===== src/rssm_consts.svh =====
// constants for the reset source and supply monitor block
// Summary of operation
// - bit 7 enables digital monitor, resets to 1
// - bit 6 shows live digital reset level
// - bit 5 shows digital warning level
// - bit 4 enables digital warning interrupt
// - bit 3 enables battery monitor, resets 0
// - bit 2 shows battery reset level
// - bit 1 shows battery warning level
// - bit 0 enables battery warning interrupt
// - low pin resets, sets pin cause flag
// - clock stuck over 100 us resets
// - cause bit 2 enables clock-loss, flags it
// - clock-loss off in suspend and sleep
// - cause bit 5 makes comparator reset source
// - comparator flag reads 1 only after it
// - comparator in low power needs wake enable
// - watchdog enabled, core clock over 12
// - missed watchdog service resets, sets flag
// - watchdog off in suspend and sleep
// - illegal flash accesses reset the device
// - flash error sets cause bit 6
// - only power-fail reset drives reset pin
// - power reset re-enables digital, disables battery
`ifndef RSSM_CONSTS_SVH
`define RSSM_CONSTS_SVH

// ---------------------------------------------------------------
// register bus and map
// ---------------------------------------------------------------
`define RSSM_ADDR_W        8
`define RSSM_DATA_W        8
`define RSSM_SMC_ADDR      8'hff
`define RSSM_RCR_ADDR      8'hef
`define RSSM_WDC_ADDR      8'h20

// ---------------------------------------------------------------
// field positions and reset values
// ---------------------------------------------------------------
`define RSSM_SMC_DIG_EN    7
`define RSSM_SMC_DIG_RST   6
`define RSSM_SMC_DIG_WARN  5
`define RSSM_SMC_DIG_IE    4
`define RSSM_SMC_BAT_EN    3
`define RSSM_SMC_BAT_RST   2
`define RSSM_SMC_BAT_WARN  1
`define RSSM_SMC_BAT_IE    0
`define RSSM_RCR_PIN       0
`define RSSM_RCR_PWR       1
`define RSSM_RCR_CLK       2
`define RSSM_RCR_WDG       3
`define RSSM_RCR_CMP       5
`define RSSM_RCR_FLS       6
`define RSSM_RCR_RESET     8'h02
`define RSSM_WDC_EN        0
`define RSSM_WDC_KICK      1

// ---------------------------------------------------------------
// timing
// ---------------------------------------------------------------
`define RSSM_CLK_PERIOD_NS 20
`define RSSM_CLK_LOSS_NS   100000
`define RSSM_CLK_LOSS_CYCLES (`RSSM_CLK_LOSS_NS / `RSSM_CLK_PERIOD_NS)
`define RSSM_WDOG_DIV      12
`define RSSM_WDOG_LIMIT    65535
`define RSSM_HOLD_CYCLES   16

// ---------------------------------------------------------------
// synchroniser lanes
// ---------------------------------------------------------------
`define RSSM_NSYNC         7
`define RSSM_SY_PIN        0
`define RSSM_SY_CMP        1
`define RSSM_SY_DRST       2
`define RSSM_SY_DWARN      3
`define RSSM_SY_BRST       4
`define RSSM_SY_BWARN      5
`define RSSM_SY_CLKMON     6

`endif


===== src/rssm_pkg.sv =====
// types for the reset source and supply monitor block
package rssm_pkg;

  // reset sequencer states
  typedef enum logic [1:0] {
    rssm_run,
    rssm_hold,
    rssm_stretch
  } rssm_state_t;

endpackage


===== src/rssm_src_if.sv =====
// interface between the sequencer and its timed reset sources
`timescale 1ns/1ps
interface rssm_src_if;
  logic run;        // high while the system is out of reset
  logic cl_en;      // effective clock-loss enable
  logic mon_level;  // synchronised watched clock level
  logic cl_fire;    // clock-loss timeout
  logic wd_en;      // effective watchdog enable
  logic wd_kick;    // one-cycle service pulse
  logic wd_fire;    // watchdog timeout

  modport top      (output run, cl_en, mon_level, wd_en, wd_kick, input cl_fire, wd_fire);
  modport clk_loss (input run, cl_en, mon_level, output cl_fire);
  modport wdog     (input run, wd_en, wd_kick, output wd_fire);
endinterface // rssm_src_if


===== src/rssm_clk_loss.sv =====
// clock-loss detector: times how long the watched clock holds one level
`timescale 1ns/1ps
`include "rssm_consts.svh"
module rssm_clk_loss #(
  parameter int unsigned CYCLES = `RSSM_CLK_LOSS_CYCLES,
  parameter int unsigned CNT_W  = 16
) (
  input  wire logic    clock_i,
  input  wire logic    rstn_i,
  rssm_src_if.clk_loss src
);
  localparam logic [CNT_W-1:0] LIM = CNT_W'(CYCLES);

  logic             last_q;  // previous sample of the watched level
  logic [CNT_W-1:0] cnt_q;   // cycles without a level change
  logic             fire_q;  // timeout, held until reset drops run

  // ---------------------------------------------------------------
  // level history
  // ---------------------------------------------------------------
  always_ff @(posedge clock_i or negedge rstn_i) begin
    if (!rstn_i) last_q <= 1'b0;
    else         last_q <= src.mon_level;
  end

  // any edge restarts the count; saturates so it cannot wrap to zero
  always_ff @(posedge clock_i or negedge rstn_i) begin
    if (!rstn_i) cnt_q <= '0;
    else if (!src.run || !src.cl_en || (src.mon_level != last_q)) cnt_q <= '0;
    else if (cnt_q != LIM) cnt_q <= cnt_q + 1'b1;
  end

  // stuck for the full window: request reset
  always_ff @(posedge clock_i or negedge rstn_i) begin
    if (!rstn_i) fire_q <= 1'b0;
    else         fire_q <= src.run && src.cl_en && (cnt_q == LIM);
  end

  assign src.cl_fire = fire_q;
endmodule // rssm_clk_loss


===== src/rssm_wdog.sv =====
// watchdog: core clock divided by twelve, service clears the count
`timescale 1ns/1ps
`include "rssm_consts.svh"
module rssm_wdog #(
  parameter int unsigned LIMIT = `RSSM_WDOG_LIMIT,
  parameter int unsigned CNT_W = 16
) (
  input  wire logic clock_i,
  input  wire logic rstn_i,
  rssm_src_if.wdog  src
);
  localparam logic [3:0]       DIV_LAST = 4'(`RSSM_WDOG_DIV - 1);
  localparam logic [CNT_W-1:0] LIM      = CNT_W'(LIMIT);

  logic [3:0]       pre_q;  // prescaler
  logic [CNT_W-1:0] cnt_q;  // timeout count in prescaled ticks
  logic             fire_q; // timeout request
  logic             tick;   // one pulse every twelve cycles

  assign tick = (pre_q == DIV_LAST);

  // ---------------------------------------------------------------
  // prescaler, restarted with every service so timing is repeatable
  // ---------------------------------------------------------------
  always_ff @(posedge clock_i or negedge rstn_i) begin
    if (!rstn_i) pre_q <= '0;
    else if (!src.run || !src.wd_en || src.wd_kick || tick) pre_q <= '0;
    else pre_q <= pre_q + 1'b1;
  end

  // timeout counter
  always_ff @(posedge clock_i or negedge rstn_i) begin
    if (!rstn_i) cnt_q <= '0;
    else if (!src.run || !src.wd_en || src.wd_kick) cnt_q <= '0;
    else if (tick && (cnt_q != LIM)) cnt_q <= cnt_q + 1'b1;
  end

  // service missed: request reset
  always_ff @(posedge clock_i or negedge rstn_i) begin
    if (!rstn_i) fire_q <= 1'b0;
    else         fire_q <= src.run && src.wd_en && (cnt_q == LIM);
  end

  assign src.wd_fire = fire_q;
endmodule // rssm_wdog


===== src/rssm_top.sv =====
// reset sequencer, cause register and supply monitor control
//
// The strobed register port is this design's own decision.
`timescale 1ns/1ps
`include "rssm_consts.svh"
module rssm_top #(
  parameter int unsigned CLK_LOSS_CYCLES = `RSSM_CLK_LOSS_CYCLES,
  parameter int unsigned WDOG_LIMIT      = `RSSM_WDOG_LIMIT,
  parameter int unsigned HOLD_CYCLES     = `RSSM_HOLD_CYCLES,
  parameter int unsigned FLASH_AW        = 17
) (
  input  wire logic                    clock_i,
  input  wire logic                    rstn_i,
  // register port
  input  wire logic [`RSSM_ADDR_W-1:0] addr_i,
  input  wire logic [`RSSM_DATA_W-1:0] wdata_i,
  input  wire logic                    wr_i,
  input  wire logic                    rd_i,
  output logic      [`RSSM_DATA_W-1:0] rdata_o,
  // analog and pin inputs, asynchronous
  input  wire logic                    rst_pin_i,
  input  wire logic                    comparator_out_i,
  input  wire logic                    digital_rst_cmp_i,
  input  wire logic                    digital_warn_cmp_i,
  input  wire logic                    battery_rst_cmp_i,
  input  wire logic                    battery_warn_cmp_i,
  input  wire logic                    core_clock_mon_i,
  // power state and wake setup, same clock
  input  wire logic                    suspend_i,
  input  wire logic                    sleep_i,
  input  wire logic                    comparator_wake_i,
  // flash access monitor, same clock
  input  wire logic                    flash_write_i,
  input  wire logic                    flash_write_enable_i,
  input  wire logic                    code_read_i,
  input  wire logic                    branch_i,
  input  wire logic                    flash_secure_block_i,
  input  wire logic [FLASH_AW-1:0]     flash_addr_i,
  input  wire logic [FLASH_AW-1:0]     lock_addr_i,
  // outputs
  output logic                         sys_rst_o,
  output logic                         rst_pin_o,
  output logic                         rst_pin_oen_o,
  output logic                         digital_warn_irq_o,
  output logic                         battery_warn_irq_o
);
  localparam logic [4:0] HOLD_LAST = 5'(HOLD_CYCLES - 1);

  // ---------------------------------------------------------------
  // input synchronisers
  // ---------------------------------------------------------------
  logic [`RSSM_NSYNC-1:0] async_in;  // raw asynchronous inputs
  logic [`RSSM_NSYNC-1:0] sy1_q;     // first stage, read only by sy2_q
  logic [`RSSM_NSYNC-1:0] sy2_q;     // safe to use

  assign async_in = {core_clock_mon_i, battery_warn_cmp_i, battery_rst_cmp_i,
                     digital_warn_cmp_i, digital_rst_cmp_i, comparator_out_i, rst_pin_i};

  // one two-stage chain per lane; pin and supply idle high
  genvar g;
  generate
    for (g = 0; g < `RSSM_NSYNC; g++) begin : g_sync
      always_ff @(posedge clock_i or negedge rstn_i) begin
        if (!rstn_i) begin
          sy1_q[g] <= 1'b1;
          sy2_q[g] <= 1'b1;
        end else begin
          sy1_q[g] <= async_in[g];
          sy2_q[g] <= sy1_q[g];
        end
      end
    end
  endgenerate

  // ---------------------------------------------------------------
  // state declarations
  // ---------------------------------------------------------------
  rssm_pkg::rssm_state_t state_q;    // sequencer state
  logic [4:0]            hold_q;     // stretch counter
  logic [7:0]            cause_q;    // one-hot cause of the reset in flight
  logic [7:0]            flags_q;    // cause flags as read back
  logic                  sys_rst_q;  // system reset request
  logic                  pin_oen_q;  // low while the pin is pulled down
  logic                  dig_en_q;   // digital monitor enable
  logic                  dig_ie_q;   // digital warning interrupt enable
  logic                  bat_en_q;   // battery monitor enable
  logic                  bat_ie_q;   // battery warning interrupt enable
  logic                  pwr_sel_q;  // digital monitor selected as source
  logic                  clk_en_q;   // clock-loss detector enable
  logic                  cmp_en_q;   // comparator reset enable
  logic                  wd_en_q;    // watchdog enable
  logic [7:0]            rdata_q;    // read data, valid one cycle
  logic                  irq_d_q;    // digital warning request
  logic                  irq_b_q;    // battery warning request

  logic       low_power;  // suspend or sleep
  logic       pin_src;    // external pin reset active
  logic       pwr_src;    // power-fail reset active
  logic       cmp_src;    // comparator reset active
  logic       fls_src;    // illegal flash access this cycle
  logic [7:0] src_v;      // all sources at cause positions
  logic [7:0] first_v;    // lowest set source, wins the cause
  logic       exit_w;     // last cycle of reset
  logic       wr_smc;     // write to supply monitor control
  logic       wr_rcr;     // write to reset cause register
  logic       wr_wdc;     // write to watchdog control
  logic       above_lock; // flash address past the lock byte
  logic [7:0] smc_rd;     // supply monitor control read value
  logic [7:0] rcr_rd;     // reset cause read value

  rssm_src_if src_if ();

  // ---------------------------------------------------------------
  // reset sources
  // ---------------------------------------------------------------
  assign low_power = suspend_i | sleep_i;

  // the pin is ignored while we pull it, so our own drive cannot re-trigger
  assign pin_src = ~sy2_q[`RSSM_SY_PIN] & pin_oen_q;
  // supply monitors are off in sleep, so the power-fail reset is too
  assign pwr_src = dig_en_q & pwr_sel_q & ~sy2_q[`RSSM_SY_DRST] & ~sleep_i;
  // comparator resets while plus is below minus (output low)
  assign cmp_src = cmp_en_q & ~sy2_q[`RSSM_SY_CMP]
                 & (~low_power | comparator_wake_i);
  assign above_lock = flash_addr_i > lock_addr_i;
  assign fls_src = (flash_write_i & flash_write_enable_i & above_lock)
                 | (code_read_i & above_lock)
                 | (branch_i & above_lock)
                 | flash_secure_block_i
                 | (flash_write_i & ~dig_en_q);

  always_comb begin
    src_v                 = 8'h00;
    src_v[`RSSM_RCR_PIN]  = pin_src;
    src_v[`RSSM_RCR_PWR]  = pwr_src;
    src_v[`RSSM_RCR_CLK]  = src_if.cl_fire;
    src_v[`RSSM_RCR_WDG]  = src_if.wd_fire;
    src_v[`RSSM_RCR_CMP]  = cmp_src;
    src_v[`RSSM_RCR_FLS]  = fls_src;
  end

  // isolate the lowest set bit: simultaneous causes resolve by position
  assign first_v = src_v & (8'h00 - src_v);

  // ---------------------------------------------------------------
  // timed sources: clock-loss detector and watchdog
  // ---------------------------------------------------------------
  assign src_if.run       = ~sys_rst_q;
  assign src_if.cl_en     = clk_en_q & ~low_power;
  assign src_if.mon_level = sy2_q[`RSSM_SY_CLKMON];
  assign src_if.wd_en     = wd_en_q & ~low_power;
  assign src_if.wd_kick   = wr_wdc & wdata_i[`RSSM_WDC_KICK];

  rssm_clk_loss #(
    .CYCLES (CLK_LOSS_CYCLES),
    .CNT_W  (16)
  ) u_clk_loss (
    .clock_i (clock_i),
    .rstn_i  (rstn_i),
    .src     (src_if.clk_loss)
  );

  rssm_wdog #(
    .LIMIT (WDOG_LIMIT),
    .CNT_W (16)
  ) u_wdog (
    .clock_i (clock_i),
    .rstn_i  (rstn_i),
    .src     (src_if.wdog)
  );

  // ---------------------------------------------------------------
  // reset sequencer
  // ---------------------------------------------------------------
  assign exit_w = (state_q == rssm_pkg::rssm_stretch) && (src_v == 8'h00)
                && (hold_q == HOLD_LAST);

  // hold while any source is active, then stretch a fixed number of cycles
  always_ff @(posedge clock_i or negedge rstn_i) begin
    if (!rstn_i) begin
      state_q <= rssm_pkg::rssm_run;
      hold_q  <= '0;
    end else begin
      unique case (state_q)
        rssm_pkg::rssm_run: begin
          hold_q <= '0;
          if (src_v != 8'h00) state_q <= rssm_pkg::rssm_hold;
        end
        rssm_pkg::rssm_hold: begin
          hold_q <= '0;
          if (src_v == 8'h00) state_q <= rssm_pkg::rssm_stretch;
        end
        rssm_pkg::rssm_stretch: begin
          if (src_v != 8'h00) begin
            state_q <= rssm_pkg::rssm_hold;
            hold_q  <= '0;
          end else if (hold_q == HOLD_LAST) begin
            state_q <= rssm_pkg::rssm_run;
          end else begin
            hold_q <= hold_q + 1'b1;
          end
        end
      endcase
    end
  end

  // cause is fixed at entry; later pulses do not rename the reset
  always_ff @(posedge clock_i or negedge rstn_i) begin
    if (!rstn_i) cause_q <= `RSSM_RCR_RESET;
    else if ((state_q == rssm_pkg::rssm_run) && (src_v != 8'h00)) cause_q <= first_v;
  end

  // system reset request, raised on entry and dropped at exit
  always_ff @(posedge clock_i or negedge rstn_i) begin
    if (!rstn_i) sys_rst_q <= 1'b0;
    else if ((state_q == rssm_pkg::rssm_run) && (src_v != 8'h00)) sys_rst_q <= 1'b1;
    else if (exit_w) sys_rst_q <= 1'b0;
  end

  // only a power-fail reset pulls the pin, and only while the supply is low
  always_ff @(posedge clock_i or negedge rstn_i) begin
    if (!rstn_i) pin_oen_q <= 1'b1;
    else         pin_oen_q <= ~(pwr_src & (state_q != rssm_pkg::rssm_run));
  end

  // cause flags are rewritten once, on the way out of reset
  always_ff @(posedge clock_i or negedge rstn_i) begin
    if (!rstn_i) flags_q <= `RSSM_RCR_RESET;
    else if (exit_w) flags_q <= cause_q;
  end

  // ---------------------------------------------------------------
  // register decode
  // ---------------------------------------------------------------
  assign wr_smc = wr_i && (addr_i == `RSSM_SMC_ADDR);
  assign wr_rcr = wr_i && (addr_i == `RSSM_RCR_ADDR);
  assign wr_wdc = wr_i && (addr_i == `RSSM_WDC_ADDR);

  // supply monitor enables: only power resets touch them in hardware
  always_ff @(posedge clock_i or negedge rstn_i) begin
    if (!rstn_i) begin
      dig_en_q <= 1'b1;
      dig_ie_q <= 1'b0;
      bat_en_q <= 1'b0;
      bat_ie_q <= 1'b0;
    end else if (exit_w && cause_q[`RSSM_RCR_PWR]) begin
      dig_en_q <= 1'b1;
      bat_en_q <= 1'b0;
    end else if (wr_smc) begin
      dig_en_q <= wdata_i[`RSSM_SMC_DIG_EN];
      dig_ie_q <= wdata_i[`RSSM_SMC_DIG_IE];
      bat_en_q <= wdata_i[`RSSM_SMC_BAT_EN];
      bat_ie_q <= wdata_i[`RSSM_SMC_BAT_IE];
    end
  end

  // power-fail selection; software must enable the monitor first
  always_ff @(posedge clock_i or negedge rstn_i) begin
    if (!rstn_i) pwr_sel_q <= 1'b1;
    else if (exit_w && cause_q[`RSSM_RCR_PWR]) pwr_sel_q <= 1'b1;
    else if (wr_rcr) pwr_sel_q <= wdata_i[`RSSM_RCR_PWR];
  end

  // clock-loss and comparator enables start off after every reset
  always_ff @(posedge clock_i or negedge rstn_i) begin
    if (!rstn_i) begin
      clk_en_q <= 1'b0;
      cmp_en_q <= 1'b0;
    end else if (exit_w) begin
      clk_en_q <= 1'b0;
      cmp_en_q <= 1'b0;
    end else if (wr_rcr) begin
      clk_en_q <= wdata_i[`RSSM_RCR_CLK];
      cmp_en_q <= wdata_i[`RSSM_RCR_CMP];
    end
  end

  // watchdog comes back enabled after any reset
  always_ff @(posedge clock_i or negedge rstn_i) begin
    if (!rstn_i) wd_en_q <= 1'b1;
    else if (exit_w) wd_en_q <= 1'b1;
    else if (wr_wdc) wd_en_q <= wdata_i[`RSSM_WDC_EN];
  end

  // ---------------------------------------------------------------
  // read back
  // ---------------------------------------------------------------
  // battery status reads zero while its monitor is off
  always_comb begin
    smc_rd                     = 8'h00;
    smc_rd[`RSSM_SMC_DIG_EN]   = dig_en_q;
    smc_rd[`RSSM_SMC_DIG_RST]  = sy2_q[`RSSM_SY_DRST];
    smc_rd[`RSSM_SMC_DIG_WARN] = sy2_q[`RSSM_SY_DWARN];
    smc_rd[`RSSM_SMC_DIG_IE]   = dig_ie_q;
    smc_rd[`RSSM_SMC_BAT_EN]   = bat_en_q;
    smc_rd[`RSSM_SMC_BAT_RST]  = bat_en_q & sy2_q[`RSSM_SY_BRST];
    smc_rd[`RSSM_SMC_BAT_WARN] = bat_en_q & sy2_q[`RSSM_SY_BWARN];
    smc_rd[`RSSM_SMC_BAT_IE]   = bat_ie_q;
  end

  // cause bits read the flags, not the enables written there
  always_comb begin
    rcr_rd                = 8'h00;
    rcr_rd[`RSSM_RCR_PIN] = flags_q[`RSSM_RCR_PIN];
    rcr_rd[`RSSM_RCR_PWR] = flags_q[`RSSM_RCR_PWR];
    rcr_rd[`RSSM_RCR_CLK] = flags_q[`RSSM_RCR_CLK];
    rcr_rd[`RSSM_RCR_WDG] = flags_q[`RSSM_RCR_WDG];
    rcr_rd[`RSSM_RCR_CMP] = flags_q[`RSSM_RCR_CMP];
    rcr_rd[`RSSM_RCR_FLS] = flags_q[`RSSM_RCR_FLS];
  end

  // read data stand for one cycle only; unmapped reads return zero
  always_ff @(posedge clock_i or negedge rstn_i) begin
    if (!rstn_i) rdata_q <= 8'h00;
    else if (!rd_i) rdata_q <= 8'h00;
    else if (addr_i == `RSSM_SMC_ADDR) rdata_q <= smc_rd;
    else if (addr_i == `RSSM_RCR_ADDR) rdata_q <= rcr_rd;
    else if (addr_i == `RSSM_WDC_ADDR) rdata_q <= {7'h00, wd_en_q};
    else rdata_q <= 8'h00;
  end

  // ---------------------------------------------------------------
  // early warning requests to the interrupt controller
  // ---------------------------------------------------------------
  always_ff @(posedge clock_i or negedge rstn_i) begin
    if (!rstn_i) begin
      irq_d_q <= 1'b0;
      irq_b_q <= 1'b0;
    end else begin
      irq_d_q <= dig_ie_q & dig_en_q & ~sy2_q[`RSSM_SY_DWARN];
      irq_b_q <= bat_ie_q & bat_en_q & ~sy2_q[`RSSM_SY_BWARN];
    end
  end

  // ---------------------------------------------------------------
  // outputs
  // ---------------------------------------------------------------
  assign rdata_o            = rdata_q;
  assign sys_rst_o          = sys_rst_q;
  assign rst_pin_o          = 1'b0;
  assign rst_pin_oen_o      = pin_oen_q;
  assign digital_warn_irq_o = irq_d_q;
  assign battery_warn_irq_o = irq_b_q;

endmodule // rssm_top


===== config.mk =====
export PLATFORM = sky130hd
export DESIGN_NAME = rssm_top
export DESIGN_NICKNAME = d
export VERILOG_FILES = /design/src/rssm_pkg.sv /design/src/rssm_src_if.sv /design/src/rssm_clk_loss.sv /design/src/rssm_wdog.sv /design/src/rssm_top.sv
export VERILOG_INCLUDE_DIRS = /design/src /design/src/src
export SDC_FILE = /design/constraint.sdc
export NUM_CORES = 1
export LEC_CHECK = 0
export BUFFER_PORTS_ARGS = -buffer_cell sky130_fd_sc_hd__buf_2
export CORE_UTILIZATION = 55
export CTS_CLUSTER_SIZE = 40
export DETAILED_ROUTE_END_ITERATION = 8
export GPL_ROUTABILITY_DRIVEN = 0
export HOLD_SLACK_MARGIN = 0.12
export PLACE_DENSITY = 0.79
export SLEW_MARGIN = 10
export SYNTH_ARGS = -nofsm -noshare
export SYNTH_HDL_FRONTEND = slang
export SYNTH_SLANG_ARGS = --single-unit
export TNS_END_PERCENT = 5

===== constraint.sdc =====
create_clock -name clock_i -period 3.55 [get_ports clock_i]
set_input_delay 0 -clock clock_i [delete_from_list [all_inputs] [get_ports clock_i]]
set_output_delay 0 -clock clock_i [all_outputs]
set_load 0.05 [all_outputs]

==> results of run 1 <==
==> power by group through the flow <==
stage	combinational, mW	sequential (mW)	clock [mW]
global placement	0.158	1.12	0
floorplan	0.0852	1.12	0
finish	0.190	1.10	0.726
CTS	0.191	1.11	0.747
global route	0.214	1.11	0.790
detailed placement	0.165	1.13	0
==> metal layers <==
layer  GRT usage [%]  routed length, um  vias to the layer above
met2           39.63               4442                       89
met1           27.31               3894                     1660
met3           5.501                447                        9
met4           5.256                 70                        0
li1                -                  -                     1701
met5               0                  0                        -
==> synthesized netlist by cell type, types with 2 or more instances <==
cell type / count
nor4b_1: 3
a31oi_1: 2
a32oi_1: 2
nand3_1: 13
a211oi_1: 3
or2_2: 3
nor3b_1: 5
nor3_1: 11
mux2_2: 10
and2_1: 5
nand2b_1: 3
a21oi_1: 14
dfstp_2: 20
or3_1: 6
nand4_1: 10
a22oi_1: 4
mux2i_1: 8
inv_1: 30
nor4_1: 6
clkbuf_1: 6
and3_1: 12
and4_1: 5
xor2_1: 16
xnor2_1: 13
nor2b_1: 10
o21ai_0: 12
a21o_1: 5
dfrtp_1: 72
ha_1: 23
nand2_1: 27
nor2_1: 43
==> flip-flops by register name (all words and copies together), names as in the netlist, 2 cells and up <==
name / flops
u_wdog.cnt_q: 16
rdata_o: 8
hold_q: 5
u_wdog.pre_q: 4
sy1_q: 7
state_q: 2
u_clk_loss.cnt_q: 16
cause_q: 6
smc_rd: 2
sy2_q: 4
flags_q: 6
==> final cells by class <==
| cell class | count | area share, % |
|---|---|---|
| inverters | 30 | 2.053 |
| well taps | 102 | 2.327 |
| clock inverters | 7 | 1.483 |
| clock buffers | 9 | 2.259 |
| flip-flops and latches | 92 | 42.44 |
| repair buffers | 106 | 12.00 |
| multi-input cells | 295 | 37.44 |
==> final timing paths <==
check	slack [ns]	end	startpoint	depth (start not counted)
worst max-delay path	0.79	flags_q[5]	smc_rd[6]	6
worst min-delay path	0.15	bat_en_q	wr_i	4
worst max register to register	0.79	flags_q[5]	smc_rd[6]	6
worst min register to register	0.35	smc_rd[6]	sy1_q[2]	0
max in group asynchronous	2.39	dig_en_q	rstn_i	3
min in group asynchronous	0.23	rdata_o[6]	rstn_i	2
==> cells by family after synthesis <==
| kind of cell | after synthesis | share of synthesized area, % |
|---|---|---|
| AO/OA/AOI/OAI | 56 | 9.119 |
| adder cells (fa/ha/maj) | 23 | 6.355 |
| multiplexers | 18 | 4.255 |
| other | 1 | 0.08282 |
| buffers and inverters | 38 | 3.261 |
| XOR/XNOR | 29 | 5.609 |
| flip-flops | 92 | 51.40 |
| AND/OR/NAND/NOR | 168 | 19.92 |
==> worst reg2reg max path, delay by kind of cell, from the launching register on <==
kind / cells / cell delay (ns)
simple gates: 4 / 1.00
compound gates: 1 / 0.68
flops: 1 / 0.56
mux: 1 / 0.41
==> what timing repair did <==
item,in CTS,in global routing
endpoints found under the hold margin,75,0
buffers inserted,0,0
hold buffers,23,0
==> metrics by stage <==
stage / hold WS, ns / area (sq um) / utilization [%]
2_1_floorplan: -0.2956 / 4528 / -
3_3_place_gp: 0.09854 / 5049 / 64.33
3_5_place_dp: 0.1062 / 5049 / 64.33
4_1_cts: 0.1325 / 5484 / 69.88
5_1_grt: 0.1471 / 5484 / 69.88
6_report: 0.1471 / 5484 / 69.88
==> summary.txt, run 1 <==
Synth
  – Area share of the largest cell type after synthesis: between 30% and 40%
  – Syn Std Cell Area: around 4500 sq um
  – Post-synth top area cell: dfrtp_1
  – Post-synth EDFFs: 0
  – Post-synth ARST share: 100.0%
  – Cell variety after synth: 54
  – Syn nets: 517
  – Cells after Synth: between 400 and 500
  – Mean Syn Cell Area: between 10 and 15 sq um
  – Register bit total from synthesis: around 90
  – Post-synth top flop: dfrtp_1
  – Seq/Total Area, Yosys: between 50 and 60%
  – Ys Warns: 0
  – Synth top area cells: dfrtp_1, dfstp_2, ha_1

Pwr
  – Power, Total: approximately 2.0 mW
  – Clk network pwr share: a little over a third
  – Pwr Density: 368.6 nW/um^2
  – Reg power frac: 54.7%
  – Logic gate share of total power: a little under a tenth
  – P_sw: 0.5046 mW
  – Peak supply drop: approximately 240 uV
  – Net Sw Frac: between 20% and 30%
  – Leak Pwr: between 2 and 3 nW
  – P_int: 1.517 mW

Critical path
  – Crit-path max FO: 9
  – CP max stage cell: a2111oi_4
  – Endpoint class of the critical path: flop
  – Buffers & Inverters on Critical Path: 0
  – Crit-path cells: and4bb_4, nor4_4, nand2_1, or2_2, a2111oi_4, mux2_2
  – Setup CP Type: flop to flop
  – Worst Setup Start Kind: flop
  – CP required: roughly 3.8 ns
  – WP data arrival: between 3 and 4 ns
  – CP delay by family, top: simple AND/OR/NAND/NOR gates
  – Crit-path max cell delay: 0.68 ns

Placement
  – Place WS: just over 0.8 ns
  – Placed Cells: about 600
  – Post-DP HPWL: roughly 6.5 mm
  – PortBufs: between 70 and 80

Die
  – Die area: ~8600 sq um
  – Die width: slightly above 90 um
  – Initial core utilization: between 50 and 60%
  – Overall die height: 92.74 um
  – Site row count: 32
  – Area of the core: just under 8000 sq um
  – I/O pins: 82

Route
  – Wirelength, routed: between 8 and 9 mm
  – First DRT Iteration DRCs: 127
  – Total vias in the final route: about 3,500
  – Vias per std cell: around 5.4
  – Drt drc: 0
  – Drt first pass iters: 5
  – Routed Antenna Nets: 0
  – Wire per inst: between 10 and 15 um

Layout
  – Most frequent cells in the layout: buf_2, dfrtp_1, nor2_1
  – Seq. cell area: around 2300 sq um
  – Commonest non-fill, non-tap cell in the layout: buf_2
  – Fillers: 560
  – Area taken by multi-input logic gates: just over 2000 sq um
  – Non-Filler Instances: 641
  – Nets: 626
  – Ratio of cells with drive above 1 in the final layout: around a quarter
  – Area grow syn2layout: 21.11%
  – Antenna Cells: 0

Clocking
  – H-tree depth: 3
  – Cts bufs inserted: 9
  – Post_cts resized: 0
  – Clock Latency Late Sink: 0.36 ns
  – CTS tree: done
  – CTS Sinks: slightly above 90
  – Clock Tree Buf Depth: 2
  – Clock transition at path regs: around 0.10 ns
  – Clock root buffer master: clkbuf_8

GRT
  – Total track usage: between 20% and 30%
  – Remaining Overflow, GRT: 0
  – Antenna violations before repair: 0
  – First-pass GRT wire length: 15.03 mm
  – Vias in the first global route: 3,401
  – Largest net degree at the start of global routing: between 60 and 70

STA
  – RSZ-0062 raised after global routing: false
  – Final Max Tran Viols: 0
  – Setup TNS Final: 0 ns
  – Final min period: approximately 2.8 ns
  – Worst setup margin: between 0.7 and 0.8 ns
  – Worst-margin pin slew: a little over 0.7 ns
  – Fmax: about 360 MHz
  – Tcrit/Tclk final: ~80%
  – Final setup vio count: 0
  – Max-slew headroom: roughly 52%
  – Final Hold Viols: 0
  – Setup Skew: about 0.008 ns

Run
  – Max cap viols: 0

Min path
  – Tightest Hold Check Type: input port to flop

Run status
  – Status: completed
No activity file was read; power rests on OpenSTA's default activity.
==> inputs of run 2 (changes only) <==
==> constraint.sdc (replaced) <==
create_clock -name clock_i -period 2.75 [get_ports clock_i]
set_input_delay 0 -clock clock_i [delete_from_list [all_inputs] [get_ports clock_i]]
set_output_delay 0 -clock clock_i [all_outputs]
set_load 0.05 [all_outputs]
==> run 2 against run 1 <==
Effect of this change:
- cell count unchanged
- die area is the same
- clock-buffer cell count increased by 2
- hold slack got worse by 0.024 ns
==> summary.txt, run 2 (synthesized netlist as in run 1, its figures left out) <==
Run status
  – Status: completed

STA
  – Final Hold Viols: 0 (unchanged)
  – Fmax: 384.8 MHz (+6.1%)
  – Setup TNS Final: 0 ns (unchanged)
  – Final min period: 2.599 ns (-0.1590 ns)
  – Worst-margin pin slew: 1.158 ns (+0.4385 ns)
  – WHS: 0.1229 ns (-0.02422 ns)
  – Final setup vio count: 0 (unchanged)
  – Setup Skew: 0.005495 ns (-0.002651 ns)
  – Tcrit/Tclk final: 94.51% (+17 points)
  – Max-slew headroom: 20.81% (-31 points)
  – RSZ-0062 raised after global routing: false
  – Final Max Tran Viols: 0 (unchanged)

Clocking
  – Clock Latency Late Sink: 0.37 ns (about the same)
  – Clock transition at path regs: 0.09 ns (about the same)
  – Clock root buffer master: clkbuf_8
  – CTS Sinks: 92 (unchanged)
  – Setup bufs post-CTS: 0 (unchanged)
  – CTS tree: done
  – Cts bufs inserted: 9 (unchanged)
  – H-tree depth: 3 (unchanged)
  – Clock Tree Buf Depth: 2 (unchanged)

Layout
  – Nets: 626 (unchanged)
  – Antenna Cells: 0 (unchanged)
  – Most frequent cells in the layout: buf_2, dfrtp_1, nor2_1
  – Area grow syn2layout: 20.28%
  – Ratio of cells with drive above 1 in the final layout: 25.60% (-0.19 points)
  – Commonest non-fill, non-tap cell in the layout: buf_2

GRT
  – Vias in the first global route: 3,374 (-0.79%)
  – First-pass GRT wire length: 15.35 mm (+2.2%)
  – Met3 GRT Util: 6.158% (+0.66 points)
  – Largest net degree at the start of global routing: 66 (+8.2%)
  – Met2 GRT Util: 38.95% (-0.68 points)
  – Total track usage: 22.91% (+0.61 points)
  – GR peak layer: met2
  – Remaining Overflow, GRT: 0 (unchanged)
  – Grt met1 use: 28.72% (+1.4 points)
  – Antenna violations before repair: 0 (unchanged)

Route
  – Wire per inst: 14.39 um (+4.2%)
  – Total vias in the final route: 3,445 (-0.40%)
  – First DRT Iteration DRCs: 130 (+2.4%)
  – Drt drc: 0 (unchanged)
  – Routed Antenna Nets: 0 (unchanged)
  – Wirelength, routed: 9.225 mm (+4.2%)
  – Vias per std cell: 5.374 (-0.40%)
  – Drt first pass iters: 4 (-1)

Die
  – Die area: 8600 sq um (unchanged)
  – Die width: 92.74 um (unchanged)
  – Area of the core: 7848 sq um (unchanged)
  – I/O pins: 82 (unchanged)
  – Site row count: 32 (unchanged)
  – Initial core utilization: 57.70% (unchanged)
  – Overall die height: 92.74 um (unchanged)

Pwr
  – Pwr Density: 452.4 nW/um^2 (+23%)
  – Leak Pwr: 2.537 nW (-1.3%)
  – Power, Total: 2.464 mW (+22%)
  – Peak supply drop: 354.4 uV (+49%)

Critical path
  – Worst Setup Start Kind: flop
  – Crit-path cells: and4bb_4, nor4_4, nand2_1, or2_2, a2111oi_4, buf_4, mux2_2
  – CP delay by family, top: simple AND/OR/NAND/NOR gates
  – Crit-path max FO: 9 (unchanged)
  – Buffers & Inverters on Critical Path: 1 (+1)
  – Crit-path max cell delay: 0.54 ns (-0.14 ns)
  – Reg2Reg Setup Slack: 0.15 ns (-0.64 ns)
  – R2R depth: 7 (+1)
  – Setup CP Type: flop to flop
  – Endpoint class of the critical path: flop
  – CP max stage cell: dfstp_2
  – Reg-to-Reg Start: smc_rd[6]
  – CP required: 3.00 ns (-0.80 ns)
  – WP data arrival: 2.85 ns (-0.16 ns)
  – Worst r2r dst: flags_q[0]

Placement
  – Post-DP HPWL: 6.581 mm (+2.0%)
  – PortBufs: 79 (unchanged)

Min path
  – Tightest Hold Check Type: input port to flop
  – Hold Path Cell Cnt: 4 (unchanged)
  – Hold path start: comparator_wake_i
  – Hold worst-path end: cause_q[6]

Run
  – Max cap viols: 0 (unchanged)
[run 2: worst min-delay path: stages]
cell and delay [ns]:
buf_2 0.08, o21ai_0 0.13, nand2_1 0.14, a22oi_1 0.10
[run 2: how the worst max path moves through the flow]
stage          startpoint    endpoint  slack (ns)  cells after the start
4_1_cts         smc_rd[6]  flags_q[0]        0.16                      7
3_5_place_dp    smc_rd[6]  flags_q[0]        0.18                      7
3_3_place_gp    smc_rd[6]  flags_q[2]        0.22                      7
5_1_grt         smc_rd[6]    dig_en_q        0.07                      7
2_1_floorplan   smc_rd[6]  flags_q[0]        0.30                      6
6_report        smc_rd[6]  flags_q[0]        0.15                      7
[run 2: layout make-up]
class | instances | area (sq um)
tap | 102 | 127.6
clock buffer | 11 | 131.4
sequential | 92 | 2327
inverter | 30 | 112.6
multi-input combinational | 295 | 2053
clock inverter | 5 | 38.79
fill | 600 | 2401
timing repair buffer | 106 | 655.6
[run 2: through the flow]
step	area, sq um	setup WS (ns)	util (%)	cells
global route	5446	0.06749	69.40	641
detailed placement	5056	0.1820	64.43	603
floorplan	4528	0.2959	-	425
finish	5446	0.1510	69.40	641
CTS	5446	0.1570	69.40	641
global placement	5056	0.2228	64.43	603
[run 2: layer usage]
metal | vias to the layer above | share of wire (%)
met5 | - | 0
met4 | 0 | 1.5
met3 | 16 | 5.1
met2 | 89 | 49
met1 | 1632 | 44
li1 | 1708 | -
[run 2: repair_timing]
item                                   CTS  global route
hold buffers                            22             0
endpoints found under the hold margin   79             0
gates resized for setup                  0             0
[run 2: power breakdown]
group	internal (mW)	leakage, nW	switching (mW)
clock network	0.330	0.0718	0.471
logic	0.115	1.27	0.125
registers	1.40	1.20	0.0223
total	1.85	2.54	0.618
